<file path="src/thc_defines.svh">
// Constants of the two-hand control monitor: register map, fields,
// reset values, diagnostic codes and timing.
// Assumes inclusion by bare name from every design file that needs it.
`ifndef THC_DEFINES_SVH
`define THC_DEFINES_SVH

// ============================================================
// Register offsets (byte addresses)
`define THC_OFS_CTRL 8'h00
`define THC_OFS_STATUS 8'h04
`define THC_OFS_DIAG 8'h08
`define THC_OFS_IRQ_STAT 8'h0C
`define THC_OFS_IRQ_MASK 8'h10

// ============================================================
// Field positions
`define THC_CTRL_DUAL_BIT 0
`define THC_CTRL_EXT_EN_BIT 1
`define THC_IRQ_CLOSE_BIT 0
`define THC_IRQ_OPEN_BIT 1
`define THC_IRQ_FAULT_BIT 2
`define THC_IRQ_WIDTH 3
`define THC_ST_ENABLE_BIT 0
`define THC_ST_FAULT_BIT 1
`define THC_ST_INPUT_LSB 4

// ============================================================
// Reset values: dual-channel evaluation, no external enable
`define THC_CTRL_RESET 2'h1
`define THC_IRQ_MASK_RESET 3'h0

// ============================================================
// Diagnostic codes
`define THC_DG_NO_ENABLE 16'h0000
`define THC_DG_WAIT_FIRST 16'h2001
`define THC_DG_ONE_CHANNEL 16'h2005
`define THC_DG_NORMAL_POS 16'h2016
`define THC_DG_BTN1_UNDEF 16'h2017
`define THC_DG_BTN2_UNDEF 16'h2018
`define THC_DG_OPERATED 16'h800B
`define THC_DG_ERR_LATE 16'hF006
`define THC_DG_ERR_ONE_CH 16'hF00E
`define THC_DG_ERR_STARTUP 16'hF018

// ============================================================
// Timing
`define THC_WINDOW_MS 500
`define THC_CLK_HZ 100000000
`define THC_WINDOW_CYCLES ((`THC_CLK_HZ / 1000) * `THC_WINDOW_MS)
`define THC_SCAN_CYCLES 1000

`endif

</file>
<file path="src/thc_pkg.sv">
// Types shared by the two-hand control monitor files.
// Assumes thc_defines.svh holds all numeric constants.
package thc_pkg;

    // ============================================================
    // Sampled contact inputs
    typedef struct packed {
        logic ch4;
        logic ch3;
        logic ch2;
        logic ch1;
    } thc_inputs_t;

    // ============================================================
    // Monitor states
    typedef enum logic [2:0] {
        THC_DISABLED,
        THC_STARTUP,
        THC_RELEASED,
        THC_ARMING,
        THC_ACTIVE,
        THC_WAIT_RELEASE,
        THC_FAULT
    } thc_state_t;

endpackage : thc_pkg

</file>
<file path="src/thc_monitor.sv">
// Two-hand control monitor: evaluates one push-button pair with one or two contacts per button,
// drives the safe enable, fault and diagnostic outputs, holds registers.
// Assumes inputs synchronous to ref_clk and a one-cycle strobe register port.
`timescale 1ns/10ps
`include "thc_defines.svh"
module thc_monitor #(
    parameter int WINDOW_CYCLES = `THC_WINDOW_CYCLES,
    parameter int SCAN_CYCLES = `THC_SCAN_CYCLES
) (
    // Clock and reset
    input wire logic ref_clk,
    input wire logic rst,
    // Button contacts
    input wire logic channel_in_1,
    input wire logic channel_in_2,
    input wire logic channel_in_3,
    input wire logic channel_in_4,
    input wire logic block_enable_in,
    // Monitor outputs
    output logic safe_enable_out,
    output logic fault_out,
    output logic [31:0] diag_code_out,
    // Register port
    input wire logic [7:0] reg_addr,
    input wire logic [31:0] reg_wdata,
    input wire logic reg_wr,
    input wire logic reg_rd,
    output logic [31:0] reg_rdata,
    // Interrupt
    output logic irq
);

    // ============================================================
    // Declarations
    thc_pkg::thc_inputs_t in_now;
    thc_pkg::thc_inputs_t in_r;
    thc_pkg::thc_inputs_t in_nxt;
    thc_pkg::thc_inputs_t snap_r;
    thc_pkg::thc_inputs_t snap_nxt;
    thc_pkg::thc_state_t state_r;
    thc_pkg::thc_state_t state_nxt;
    logic [1:0] ctrl_r;
    logic [1:0] ctrl_nxt;
    logic [1:0] ctrl_prev_r;
    logic [`THC_IRQ_WIDTH-1:0] irq_stat_r;
    logic [`THC_IRQ_WIDTH-1:0] irq_stat_nxt;
    logic [`THC_IRQ_WIDTH-1:0] irq_mask_r;
    logic [`THC_IRQ_WIDTH-1:0] irq_mask_nxt;
    logic [`THC_IRQ_WIDTH-1:0] irq_event;
    logic [15:0] fault_code_r;
    logic [15:0] fault_code_nxt;
    logic [15:0] diag_nxt;
    logic [31:0] diag_r;
    logic [31:0] rdata_r;
    logic [31:0] rdata_nxt;
    logic qs_r;
    logic qs_nxt;
    logic er_r;
    logic er_nxt;
    logic tick;
    logic expired;
    logic win_start;
    logic dual;
    logic ext_req;
    logic allowed;
    logic actuated;
    logic released;
    logic btn1_undef;
    logic btn2_undef;
    logic changed;

    assign in_now = '{ch4: channel_in_4, ch3: channel_in_3, ch2: channel_in_2, ch1: channel_in_1};

    // ============================================================
    // Helpers
    thc_scan_tick #(
        .SCAN_CYCLES(SCAN_CYCLES)
    ) u_tick (
        .ref_clk(ref_clk),
        .rst(rst),
        .tick(tick)
    );

    assign win_start = tick && (state_r == thc_pkg::THC_RELEASED) && !released;

    thc_window_timer #(
        .WINDOW_CYCLES(WINDOW_CYCLES)
    ) u_window (
        .ref_clk(ref_clk),
        .rst(rst),
        .start(win_start),
        .run(state_r == thc_pkg::THC_ARMING),
        .expired(expired)
    );

    // ============================================================
    // Contact evaluation
    // evaluation mode select
    assign dual = ctrl_r[`THC_CTRL_DUAL_BIT];
    assign ext_req = ctrl_r[`THC_CTRL_EXT_EN_BIT];
    assign allowed = !ext_req || block_enable_in;

    always_comb
    begin
        actuated = 1'b0;
        released = 1'b0;
        btn1_undef = 1'b0;
        btn2_undef = 1'b0;
        if (dual)
        begin
            actuated = in_r.ch1 && in_r.ch3 && !in_r.ch2 && !in_r.ch4;
            released = !in_r.ch1 && !in_r.ch3 && in_r.ch2 && in_r.ch4;
            btn1_undef = (in_r.ch1 == in_r.ch2);
            btn2_undef = (in_r.ch3 == in_r.ch4);
        end
        else
        begin
            actuated = in_r.ch1 && in_r.ch2;
            released = !in_r.ch1 && !in_r.ch2;
        end
    end

    // any edge on a used contact
    assign changed = dual ? (in_r != snap_r) : (in_r.ch2 != snap_r.ch2 || in_r.ch1 != snap_r.ch1);

    // ============================================================
    // Monitor state machine, judged once per scan
    always_comb
    begin
        state_nxt = state_r;
        snap_nxt = snap_r;
        fault_code_nxt = fault_code_r;
        in_nxt = tick ? in_now : in_r;
        // Restart through DISABLED: start-up must judge a sample taken under the new mode
        if (!allowed || ctrl_r != ctrl_prev_r)
        begin
            state_nxt = thc_pkg::THC_DISABLED;
        end
        else if (tick)
        begin
            case (state_r)
                thc_pkg::THC_DISABLED:
                begin
                    state_nxt = thc_pkg::THC_STARTUP;
                end
                thc_pkg::THC_STARTUP:
                begin
                    if (!released)
                    begin
                        state_nxt = thc_pkg::THC_FAULT;
                        fault_code_nxt = `THC_DG_ERR_STARTUP;
                    end
                    else
                    begin
                        state_nxt = thc_pkg::THC_RELEASED;
                    end
                end
                thc_pkg::THC_RELEASED:
                begin
                    if (!released)
                    begin
                        state_nxt = thc_pkg::THC_ARMING;
                    end
                end
                thc_pkg::THC_ARMING:
                begin
                    if (actuated && !expired)
                    begin
                        state_nxt = thc_pkg::THC_ACTIVE;
                        snap_nxt = in_r;
                    end
                    else if (expired)
                    begin
                        state_nxt = thc_pkg::THC_FAULT;
                        fault_code_nxt = `THC_DG_ERR_LATE;
                    end
                    else if (released && dual)
                    begin
                        state_nxt = thc_pkg::THC_FAULT;
                        fault_code_nxt = `THC_DG_ERR_ONE_CH;
                    end
                    else if (released)
                    begin
                        state_nxt = thc_pkg::THC_RELEASED;
                    end
                end
                thc_pkg::THC_ACTIVE:
                begin
                    if (changed)
                    begin
                        state_nxt = thc_pkg::THC_WAIT_RELEASE;
                    end
                end
                thc_pkg::THC_WAIT_RELEASE:
                begin
                    if (released)
                    begin
                        state_nxt = thc_pkg::THC_RELEASED;
                    end
                end
                thc_pkg::THC_FAULT:
                begin
                    if (released)
                    begin
                        state_nxt = thc_pkg::THC_RELEASED;
                    end
                end
                default:
                begin
                    state_nxt = thc_pkg::THC_DISABLED;
                end
            endcase
        end
    end

    // ============================================================
    // Outputs and diagnostics
    always_comb
    begin
        er_nxt = (state_nxt == thc_pkg::THC_FAULT);
        qs_nxt = (state_nxt == thc_pkg::THC_ACTIVE);
        case (state_nxt)
            thc_pkg::THC_DISABLED: diag_nxt = `THC_DG_NO_ENABLE;
            thc_pkg::THC_STARTUP: diag_nxt = `THC_DG_WAIT_FIRST;
            thc_pkg::THC_RELEASED: diag_nxt = `THC_DG_NORMAL_POS;
            thc_pkg::THC_ARMING:
            begin
                if (btn1_undef)
                begin
                    diag_nxt = `THC_DG_BTN1_UNDEF;
                end
                else if (btn2_undef)
                begin
                    diag_nxt = `THC_DG_BTN2_UNDEF;
                end
                else
                begin
                    diag_nxt = `THC_DG_WAIT_FIRST;
                end
            end
            thc_pkg::THC_ACTIVE: diag_nxt = `THC_DG_OPERATED;
            thc_pkg::THC_WAIT_RELEASE: diag_nxt = `THC_DG_ONE_CHANNEL;
            thc_pkg::THC_FAULT: diag_nxt = fault_code_nxt;
            default: diag_nxt = `THC_DG_NO_ENABLE;
        endcase
    end

    always_ff @(posedge ref_clk)
    begin
        if (rst)
        begin
            state_r <= thc_pkg::THC_DISABLED;
            in_r <= '0;
            snap_r <= '0;
            fault_code_r <= `THC_DG_NO_ENABLE;
            qs_r <= 1'b0;
            er_r <= 1'b0;
            diag_r <= '0;
        end
        else
        begin
            state_r <= state_nxt;
            in_r <= in_nxt;
            snap_r <= snap_nxt;
            fault_code_r <= fault_code_nxt;
            qs_r <= qs_nxt;
            er_r <= er_nxt;
            diag_r <= {16'h0000, diag_nxt};
        end
    end

    assign safe_enable_out = qs_r;
    assign fault_out = er_r;
    assign diag_code_out = diag_r;

    // ============================================================
    // Registers and interrupt
    assign irq_event[`THC_IRQ_CLOSE_BIT] = qs_nxt && !qs_r;
    assign irq_event[`THC_IRQ_OPEN_BIT] = !qs_nxt && qs_r;
    assign irq_event[`THC_IRQ_FAULT_BIT] = er_nxt && !er_r;

    always_comb
    begin
        ctrl_nxt = ctrl_r;
        irq_mask_nxt = irq_mask_r;
        irq_stat_nxt = irq_stat_r;
        rdata_nxt = '0;
        if (reg_wr)
        begin
            case (reg_addr)
                `THC_OFS_CTRL: ctrl_nxt = reg_wdata[1:0];
                `THC_OFS_IRQ_MASK: irq_mask_nxt = reg_wdata[`THC_IRQ_WIDTH-1:0];
                `THC_OFS_IRQ_STAT: irq_stat_nxt = irq_stat_r & ~reg_wdata[`THC_IRQ_WIDTH-1:0];
                default: ctrl_nxt = ctrl_r;
            endcase
        end
        // New events win over a same-cycle clear
        irq_stat_nxt = irq_stat_nxt | irq_event;
        if (reg_rd)
        begin
            case (reg_addr)
                `THC_OFS_CTRL: rdata_nxt = {30'h0, ctrl_r};
                `THC_OFS_STATUS: rdata_nxt = {24'h0, in_r, 2'h0, er_r, qs_r};
                `THC_OFS_DIAG: rdata_nxt = diag_r;
                `THC_OFS_IRQ_STAT: rdata_nxt = {29'h0, irq_stat_r};
                `THC_OFS_IRQ_MASK: rdata_nxt = {29'h0, irq_mask_r};
                default: rdata_nxt = '0;
            endcase
        end
    end

    always_ff @(posedge ref_clk)
    begin
        if (rst)
        begin
            ctrl_r <= `THC_CTRL_RESET;
            ctrl_prev_r <= `THC_CTRL_RESET;
            irq_mask_r <= `THC_IRQ_MASK_RESET;
            irq_stat_r <= '0;
            rdata_r <= '0;
        end
        else
        begin
            ctrl_r <= ctrl_nxt;
            ctrl_prev_r <= ctrl_r;
            irq_mask_r <= irq_mask_nxt;
            irq_stat_r <= irq_stat_nxt;
            rdata_r <= rdata_nxt;
        end
    end

    assign reg_rdata = rdata_r;
    assign irq = |(irq_stat_r & irq_mask_r);

endmodule : thc_monitor

</file>
<file path="src/thc_scan_tick.sv">
// Scan-cycle tick generator for the two-hand control monitor.
// Assumes one clock, synchronous active-high reset.
`timescale 1ns/10ps
`include "thc_defines.svh"
module thc_scan_tick #(
    parameter int SCAN_CYCLES = `THC_SCAN_CYCLES
) (
    // Clock and reset
    input wire logic ref_clk,
    input wire logic rst,
    // Tick
    output logic tick
);

    localparam int CW = $clog2(SCAN_CYCLES + 1);

    logic [CW-1:0] cnt_r;
    logic [CW-1:0] cnt_nxt;
    logic tick_r;
    logic tick_nxt;

    always_comb
    begin
        tick_nxt = 1'b0;
        cnt_nxt = cnt_r + 1'b1;
        if (cnt_r == CW'(SCAN_CYCLES - 1))
        begin
            cnt_nxt = '0;
            tick_nxt = 1'b1;
        end
    end

    always_ff @(posedge ref_clk)
    begin
        if (rst)
        begin
            cnt_r <= '0;
            tick_r <= 1'b0;
        end
        else
        begin
            cnt_r <= cnt_nxt;
            tick_r <= tick_nxt;
        end
    end

    assign tick = tick_r;

endmodule : thc_scan_tick

</file>
<file path="src/thc_window_timer.sv">
// Synchronisation window timer: restarts on start, flags expiry.
// Assumes one clock, synchronous active-high reset.
`timescale 1ns/10ps
`include "thc_defines.svh"
module thc_window_timer #(
    parameter int WINDOW_CYCLES = `THC_WINDOW_CYCLES
) (
    // Clock and reset
    input wire logic ref_clk,
    input wire logic rst,
    // Control
    input wire logic start,
    input wire logic run,
    // Result
    output logic expired
);

    localparam int CW = $clog2(WINDOW_CYCLES + 1);

    logic [CW-1:0] cnt_r;
    logic [CW-1:0] cnt_nxt;
    logic exp_r;
    logic exp_nxt;

    always_comb
    begin
        cnt_nxt = cnt_r;
        exp_nxt = exp_r;
        if (start || !run)
        begin
            cnt_nxt = '0;
            exp_nxt = 1'b0;
        end
        else if (cnt_r == CW'(WINDOW_CYCLES - 1))
        begin
            exp_nxt = 1'b1;
        end
        else
        begin
            cnt_nxt = cnt_r + 1'b1;
        end
    end

    always_ff @(posedge ref_clk)
    begin
        if (rst)
        begin
            cnt_r <= '0;
            exp_r <= 1'b0;
        end
        else
        begin
            cnt_r <= cnt_nxt;
            exp_r <= exp_nxt;
        end
    end

    assign expired = exp_r;

endmodule : thc_window_timer

</file>
<file path="config.mk">
export PLATFORM = sky130hd
export DESIGN_NAME = thc_monitor
export DESIGN_NICKNAME = d
export VERILOG_FILES = /design/src/thc_pkg.sv /design/src/thc_monitor.sv /design/src/thc_scan_tick.sv /design/src/thc_window_timer.sv
export VERILOG_INCLUDE_DIRS = /design/src
export SDC_FILE = /design/constraint.sdc
export NUM_CORES = 1
export LEC_CHECK = 0
export BUFFER_PORTS_ARGS = -buffer_cell sky130_fd_sc_hd__buf_2
export CAP_MARGIN = 10
export CORE_MARGIN = 2
export CORE_UTILIZATION = 35
export DETAILED_ROUTE_END_ITERATION = 7
export HOLD_SLACK_MARGIN = 0.06
export PLACE_DENSITY_LB_ADDON = 0.12
export SYNTH_ARGS = -nofsm -noshare
export SYNTH_HDL_FRONTEND = slang
export SYNTH_SLANG_ARGS = --single-unit
</file>
<file path="constraint.sdc">
create_clock -name ref_clk -period 2.4 [get_ports ref_clk]
set_input_delay 0.24 -clock ref_clk [delete_from_list [all_inputs] [get_ports ref_clk]]
set_output_delay 0.24 -clock ref_clk [all_outputs]
set_load 0.05 [all_outputs]
</file>
=== After elaboration in Yosys (flattened, before gate mapping) ===
Cells that the tools add are included.

* Register bits: 141
* Input port bits: 49
* Output and inout bits: 67
* Word-level logic and storage cells: 125

* Add/sub/neg operators: 2
* Eq/ne operators: 24
* Muxes and demuxes: 29
* Bitwise logic cells: 6
* Reduce and logical (&&, ||, !) cells: 41

{| class="wikitable"
|+ Operator list
! cell !! number
|-
| case mux 32 bit (5 select lines) || 1
|-
| 2-to-1 mux 16 bit || 6
|-
| case mux 16 bit (6 select lines) || 1
|-
| 2-to-1 mux 3 bit || 11
|-
| case mux 16 bit (2 select lines) || 1
|-
| adder 26 x 1 -> 26 bit, second input constant || 1
|-
| equality test 26 bit, second input constant || 1
|-
| equality test 3 bit, second input constant || 6
|-
| case mux 3 bit (6 select lines) || 1
|-
| equality test 8 x 4 -> 1 bit, second input constant || 2
|-
| logical AND 1 bit || 15
|-
| equality test 3 x 2 -> 1 bit, second input constant || 4
|-
| logical NOT 1 bit || 12
|-
| adder 10 x 1 -> 10 bit, second input constant || 1
|-
| equality test 10 bit, second input constant || 1
|-
| 2-to-1 mux 5 bit || 2
|-
| equality test 8 x 3 -> 1 bit, second input constant || 1
|-
| equality test 8 x 5 -> 1 bit, second input constant || 1
|-
| logical NOT 8 bit || 1
|-
| OR reduction 2 bit || 4
|-
| bitwise AND 3 bit || 2
|-
| equality test 3 x 1 -> 1 bit, second input constant || 2
|-
| 2-to-1 mux 1 bit || 6
|-
| logical OR 1 bit || 4
|-
| 11 further kinds || 15
|}

=== Depth between registers and ports, before layout ===
Gate-level depths: netlist of run 1.

* Word-level depth: 16
* Mapped depth: 9
* Depth with buffers taken out: 8

=== Hierarchy ===
A second synthesis of run 1 with hierarchy kept.

* Cell total of the unflattened synthesis: 574
* Area total of the unflattened synthesis: 5047.3 µm²

{| class="wikitable"
|+ Modules (own cells, without submodules)
! module !! times used !! cells each !! area an instance (µm²) !! sequential area each (µm²)
|-
| thc_monitor || 1 || 354 || 3185.6 || 1421.4
|-
| thc_window_timer || 1 || 166 || 1376.3 || 540.5
|-
| thc_scan_tick || 1 || 54 || 485.5 || 220.2
|}

=== Worst setup path after synthesis of run 1 ===
OpenSTA, ideal clock, no wires.

* Kind: reg2reg
* Start: register in_r[1] (netlist bit)
* End: register diag_r[2] (netlist: diag_code_out[2])
* Setup time: 86 ps
* Arrival: 1922 ps
* Required time: 2314 ps
* Setup slack: 391 ps
* Cell stages (with the launch flop): 9
* Path buffers: 1
* Clock period less this slack: 2009 ps
* Cell sequence: dfxtp_1 inv_1 ha_1 nor2b_1 o311a_1 a221oi_2 buf_4 o21ai_0 a221oi_2

* Cells in the longest elaborated chain, start to end: 12
* Elaborated cells on any way between the ends: 42
* Those cells by class: eq/ne: 9; mux: 23; reduce/logical: 10

{| class="wikitable"
|+ Ends and longest elaborated chain
! item !! RTL line !! source
|-
| start: declaration || thc_monitor.sv:36 || <nowiki>thc_pkg::thc_inputs_t in_r;</nowiki>
|-
| start signal: assignment || thc_monitor.sv:263 || <nowiki>in_r <= in_nxt;</nowiki>
|-
| logical NOT 1 bit or logical AND 1 bit (tied branches) || thc_monitor.sv:111, thc_monitor.sv:119, thc_monitor.sv:112 ||
|-
| logical AND 1 bit, on equally long branches || thc_monitor.sv:119, thc_monitor.sv:112 ||
|-
| 2-to-1 mux 1 bit || thc_monitor.sv:109 || <nowiki>if (dual)</nowiki>
|-
| 2-to-1 mux 3 bit or logical AND 1 bit (tied branches) || -- ||
|-
| 2-to-1 mux 3 bit || thc_monitor.sv:177 || <nowiki>else if (released && dual)</nowiki>
|-
| 2-to-1 mux 3 bit || thc_monitor.sv:172 || <nowiki>else if (expired)</nowiki>
|-
| 2-to-1 mux 3 bit || thc_monitor.sv:167 || <nowiki>if (actuated && !expired)</nowiki>
|-
| case mux 3 bit (6 select lines) || thc_monitor.sv:141 || <nowiki>case (state_r)</nowiki>
|-
| 2-to-1 mux 3 bit || thc_monitor.sv:139 || <nowiki>else if (tick)</nowiki>
|-
| 2-to-1 mux 3 bit || thc_monitor.sv:135 || <nowiki>if (!allowed || ctrl_r != ctrl_prev_r)</nowiki>
|-
| equality test 3 bit (tied with other cells) || thc_monitor.sv:222 || <nowiki>case (state_nxt)</nowiki>
|-
| case mux 16 bit (6 select lines) (*) || thc_monitor.sv:222 ||
|-
| end signal: assignment || thc_monitor.sv:268 || <nowiki>diag_r <= {16'h0000, diag_nxt};</nowiki>
|-
| end: declaration || thc_monitor.sv:53 || <nowiki>logic [31:0] diag_r;</nowiki>
|}

Every way passes the cells marked *; elsewhere a longest branch is shown, timed or not.
A chain may end at the register's enable or synchronous reset.

=== Worst setup path in the final report of run 1 ===
* Start: register in_r[1] (netlist bit)
* End: register diag_r[7] (netlist: diag_code_out[7])

The elaborated chain is that of the path after synthesis.

==> summary.txt, run 1 <==
Status: completed
Critical path capture point type: flip-flop
Setup Buffers After CTS: 0
P_sw: 0.8874 mW
Initial cell density of the core: 35.34%
Final period util: 93.88%
Die height: 121.7 um
Avg Inst Size Synth: 9.217 um2
# nets final: 651
Clock root buffer: clkbuf_16
Via density per instance: 4.759
Comb pwr share: 5.1%
DRT Wirelength: 10.21 mm
CTS tree: yes
Worst Tran Pin Value: 0.6051 ns
Vias in the first global route: 3,484
Area leader, netlist: dfxtp_1
Peak supply drop: 0.4339 mV
Sequential power share: 52.5%
Total GRT Usage: 14.57%
Final setup fails: 0
Initial antenna violation count: 0
Routability congestion estimate: 0.8261
Sw frac: 25.64%
Leakage: 2.252 nW
Startpoint Class: flip-flop
ANT cells: 0
Worst Skew: 0.009622 ns
GR Overflow Total: 0
Setup WS pre-CTS: 0.08955 ns
Row count: 43
Seq/Total Area, Yosys: 45.01%
Largest cells by area after synthesis: dfxtp_1 (45%), nor2_1 (5.9%), buf_4 (5.4%), and2_1 (4.5%), xor2_1 (4.2%)
Core Box Area: 13,720 um2
Critical path peak fanout: 11
Fmax: 0.4438 GHz
Slew headroom: 59.09%
Arrival time of the worst setup path: 2.56 ns
Layout cell share with drive strength beyond 1: 20.07%
Internal Power: 2.573 mW
WP data required: 2.71 ns
Fraction of registers with async set/reset: 0%
Main synth FF type: dfxtp_1
Die X: 121.7 um
Initial DRT Pass Iterations: 4
Largest net degree at the start of global routing: 29
Area growth, synth to finish: 16.41%
Clock power share: 42.5%
Ports: 116
H-tree Lvls: 3
Max-slew violation count: 0
Min Clock Period, post-route: 2.253 ns
Dpl hpwl: 7.536 mm
Worst min path class: primary input to flip-flop
Routed Antenna Nets: 0
DRC errors left: 0
Cts bufs inserted: 9
Cell Area, Synth: 4848 um2
RSZ-0062 raised after global routing: no
Clock-pin slew on the worst setup and hold paths: 0.08 ns
Most common library cells after synthesis: dfxtp_1 (109), nor2_1 (76), and2_1 (35), buf_4 (35), nand2_1 (32)
# Max-Cap Violations: 0
Setup TNS: 0 ns
DR WL/cell: 13.03 um
Final Hold Vio Count: 0
Crit Path Class: flip-flop to flip-flop
Clk sinks: 109
Clock latency on the worst-skew pair: 0.36 ns
Pwr per Cell Area: 613.1 nW/um2
FF+latch count, synth: 109
Die area: 14,810 um2
Synth warn: 0
Final worst slack: 0.1468 ns
I/O Buffers: 54
Post-synth EDFFs: 0
Vias: 3,726
Initial DRC Count: 187
Final hold slack: 0.1150 ns
First-pass GRT wire length: 17.11 mm
Clock Path Buffers: 2
Gate Count Post-Synth: 526
Cell with the most instances after synthesis: dfxtp_1
Cell variety after synth: 76
Yosys top cell area share: 45.01%
-- path summary, 6_finish.rpt --
| kind | from | end | slack (ns) | cells past startpoint |
|---|---|---|---|---|
| worst max-delay path | in_r[1] | diag_code_out[7] | 0.15 | 8 |
| worst min-delay path | channel_in_3 | in_r[2] | 0.11 | 3 |
| worst min register to register | fault_code_r[10] | fault_code_r[10] | 0.45 | 1 |
| worst max register to register | in_r[1] | diag_code_out[7] | 0.15 | 8 |
-- cell type report --
| class | count | area (um2) |
|---|---|---|
| Timing Repair Buffer | 83 | 500.5 |
| Tap cell | 180 | 225.2 |
| Fill cell | 1387 | 8075 |
| Clock buffer | 10 | 229.0 |
| Clock inverter | 6 | 63.81 |
| Inverter | 9 | 33.78 |
| Multi-Input combinational cell | 386 | 2409 |
| Sequential cell | 109 | 2183 |
-- worst max-delay path, stage by stage, from the launching register on --
cell,delay [ns]
dfxtp_1,0.48
inv_1,0.08
ha_1,0.17
nor2b_1,0.16
o311a_1,0.33
a221oi_2,0.25
buf_4,0.22
and3_1,0.33
and2_1,0.18
-- state kept, by name, summed over array words and instances (netlist names), 3 cells and up --
name and count:
in_r 4, u_tick.cnt_r 10, u_window.cnt_r 26, reg_rdata 16, state_r 3, irq_stat_r 3
irq_mask_r 3, fault_code_r 16, diag_code_out 16, snap_r 4
-- cell usage in the layout, fill, tap and decap left out, types with 3 or more instances in the layout --
cell,count
or4_1,3
nand4_1,9
dfxtp_1,108
clkbuf_16,9
nor4b_1,3
nand2_1,32
buf_2,54
nand3_1,17
and3_1,8
conb_1,32
ha_1,4
a21boi_0,3
a21oi_1,11
and2_1,35
a211oi_1,5
xnor2_1,11
nor3_2,3
and4_1,4
mux2_2,3
nor3_1,10
nor2b_1,6
o21ai_0,12
a22oi_1,4
inv_1,9
nor2_1,76
xor2_1,23
mux2i_1,14
buf_4,28
-- cell families after synthesis --
logic type	synth area share, %
adders and majority gates	1.032
and+or+nand+nor	24.98
buffers and inverters	7.948
muxes	3.587
DFF	45.01
AOI/OAI and AO/OA	10.89
other	0.07735
xor gates and xnor gates	6.477
-- through the flow --
| stage | std cells | utilization (%) | area (um2) | total power [mW] |
|---|---|---|---|---|
| after floorplan | 557 | - | 4965 | 2.040 |
| after global placement | 767 | 38.91 | 5339 | 2.033 |
| after detailed placement | 767 | 38.91 | 5339 | 2.034 |
| after CTS | 783 | 41.05 | 5632 | 3.514 |
| after global routing | 783 | 41.14 | 5644 | 3.605 |
| final | 783 | 41.14 | 5644 | 3.461 |
-- power by group through the flow --
stage	clock (mW)	sequential, mW	combinational, mW
after global routing	1.60	1.82	0.188
after CTS	1.52	1.82	0.176
after detailed placement	0	1.86	0.175
after floorplan	0	1.86	0.182
final	1.47	1.82	0.175
after global placement	0	1.86	0.175
-- per-layer routing --
layer,wire length (um),track usage (%)
met1,5280,21.22
met2,4262,20.51
met3,427,2.715
met4,235,7.184
met5,0,0
-- repair_timing --
action / 4_1_cts / 5_1_grt
endpoints found under the setup margin: 0 / 16
gates resized for setup: 0 / 3
hold buffers: 0 / 0
No activity file was read; power rests on OpenSTA's default activity.
==> run 2: changes to the inputs <==
- BUFFER_PORTS_ARGS: -buffer_cell sky130_fd_sc_hd__buf_2 -> not set
- CAP_MARGIN: 10 -> 25
- DONT_BUFFER_PORTS: not set -> 1
==> run 2 against run 1 <==
Total power is 3.2% higher. Die area unchanged. Critical path depth decreased by 2. Critical endpoint is now diag_code_out[3]. Maximum frequency up 1.8%. Clock-buffer cell count is 1 lower. Sequential power hardly changed. Largest power group unchanged. Via count is 3.3% lower.
==> summary.txt, run 2 (same netlist as run 1, synthesis figures left out) <==
Crit Path Class: flip-flop to flip-flop
Crit-path leading delay family: simple AND/OR/NAND/NOR gates
Fmax: 0.4519 GHz
RSZ-0062 raised after global routing: no
Setup TNS: 0 ns
Max-slew violation count: 0
Routed Antenna Nets: 0
Final setup fails: 0
Hold Path Origin: reg_addr[4]
# Max-Cap Violations: 0
Initial antenna violation count: 0
Most common cell after layout, fill and taps aside: dfxtp_1
Layout cell share with drive strength beyond 1: 12.54%
Clock-pin slew on the worst setup and hold paths: 0.08 ns
Worst Skew: 0.009928 ns
WP buf/inv: 0
Via density per instance: 4.883
Startpoint Class: flip-flop
Total GRT Usage: 14.31%
Min Clock Period, post-route: 2.213 ns
Slew headroom: 61.45%
Initial cell density of the core: 35.34%
Final Hold Vio Count: 0
CTS tree: yes
Clock root buffer: clkbuf_16
Peak supply drop: 0.4144 mV
Ports: 116
DRC errors left: 0
Max reg flops: 26
Die height: 121.7 um
Leakage: 2.036 nW
Die area: 14,810 um2
Vias in the first global route: 3,316
I/O Buffers: 0
Crit path max-delay cell type: dfxtp_1
First-pass GRT wire length: 16.68 mm
GR Overflow Total: 0
Core Box Area: 13,720 um2
Dpl hpwl: 7.440 mm
ANT cells: 0
Total power: 3.571 mW
Setup Buffers After CTS: 0
DR WL/cell: 13.82 um
Worst min path class: primary input to flip-flop
Most frequent cells in the layout: dfxtp_1 (107), nor2_1 (76), and2_1 (35)
Final period util: 92.20%
Die X: 121.7 um
Clock Path Buffers: 2
# nets final: 606
CP cell instances: or3b_1 -> a211oi_2 -> o2111a_2 -> nor2_4 -> or4b_1 -> a21oi_1
Initial DRT Pass Iterations: 4
Status: completed
DRT Wirelength: 10.20 mm
Row count: 43
Critical path peak fanout: 12
Critical Path Start: state_r[1]
WP data required: 2.69 ns
Arrival time of the worst setup path: 2.50 ns
Worst R2R Start: state_r[1]
Initial DRC Count: 212
Pwr per Cell Area: 649.1 nW/um2
Largest net degree at the start of global routing: 34
Routability congestion estimate: 0.8331
Vias: 3,604
Worst Tran Pin Value: 0.5722 ns
H-tree Lvls: 3
Clock latency on the worst-skew pair: 0.35 ns
Critical path capture point type: flip-flop
Clk sinks: 109
Reg with most FFs: u_window.cnt_r
Area growth, synth to finish: 13.47%
Cts bufs inserted: 9
CP peak stage delay: 0.54 ns
## run 2: worst paths after layout
| kind | slack [ns] | cells after the start | end |
|---|---|---|---|
| setup / recovery | 0.19 | 6 | diag_code_out[3] |
| hold / removal | 0.08 | 2 | reg_rdata[2] |
| setup reg to reg | 0.19 | 6 | diag_code_out[3] |
| hold reg to reg | 0.45 | 1 | fault_code_r[10] |
## run 2: routing by layer
metal / global-route usage [%] / part of all wire [%] / vias up
li1: - / - / 1800
met5: 0 / 0 / -
met3: 3.652 / 4.6 / 13
met1: 19.90 / 50 / 1705
met4: 4.454 / 1.4 / 0
met2: 21.80 / 44 / 86
## run 2: through the flow
step / std cells / cell area, um2 / hold slack (ns) / utilization, % / worst slack, ns
after floorplan: 557 / 4965 / 0.3685 / - / 0.3915
after global placement: 712 / 5049 / 0.3205 / 36.80 / 0.1317
final: 738 / 5502 / 0.07857 / 40.10 / 0.1871
after global routing: 738 / 5502 / 0.07509 / 40.10 / 0.04491
after detailed placement: 712 / 5049 / 0.3205 / 36.80 / 0.1405
after CTS: 738 / 5487 / 0.06190 / 39.99 / 0.1245
## run 2: power by group
group          internal [mW]  leakage [nW]  total [mW]  switching (mW)
clock network          0.850         0.160        1.59           0.740
logic                 0.0257         0.997       0.165           0.139
registers               1.81         0.879        1.82         0.00377
## run 2: layout make-up
cell class | count | area (um2)
Fill cell | 1393 | 8218
Clock buffer | 9 | 225.2
Tap cell | 180 | 225.2
Inverter | 9 | 33.78
Timing Repair Buffer | 38 | 320.3
Clock inverter | 7 | 102.6
Multi-Input combinational cell | 386 | 2410
Sequential cell | 109 | 2185
## run 2: what timing repair did
item,CTS,global route
endpoints found under the setup margin,0,14
hold buffers,10,0
resized for setup,0,5
hold endpoints to repair,35,0
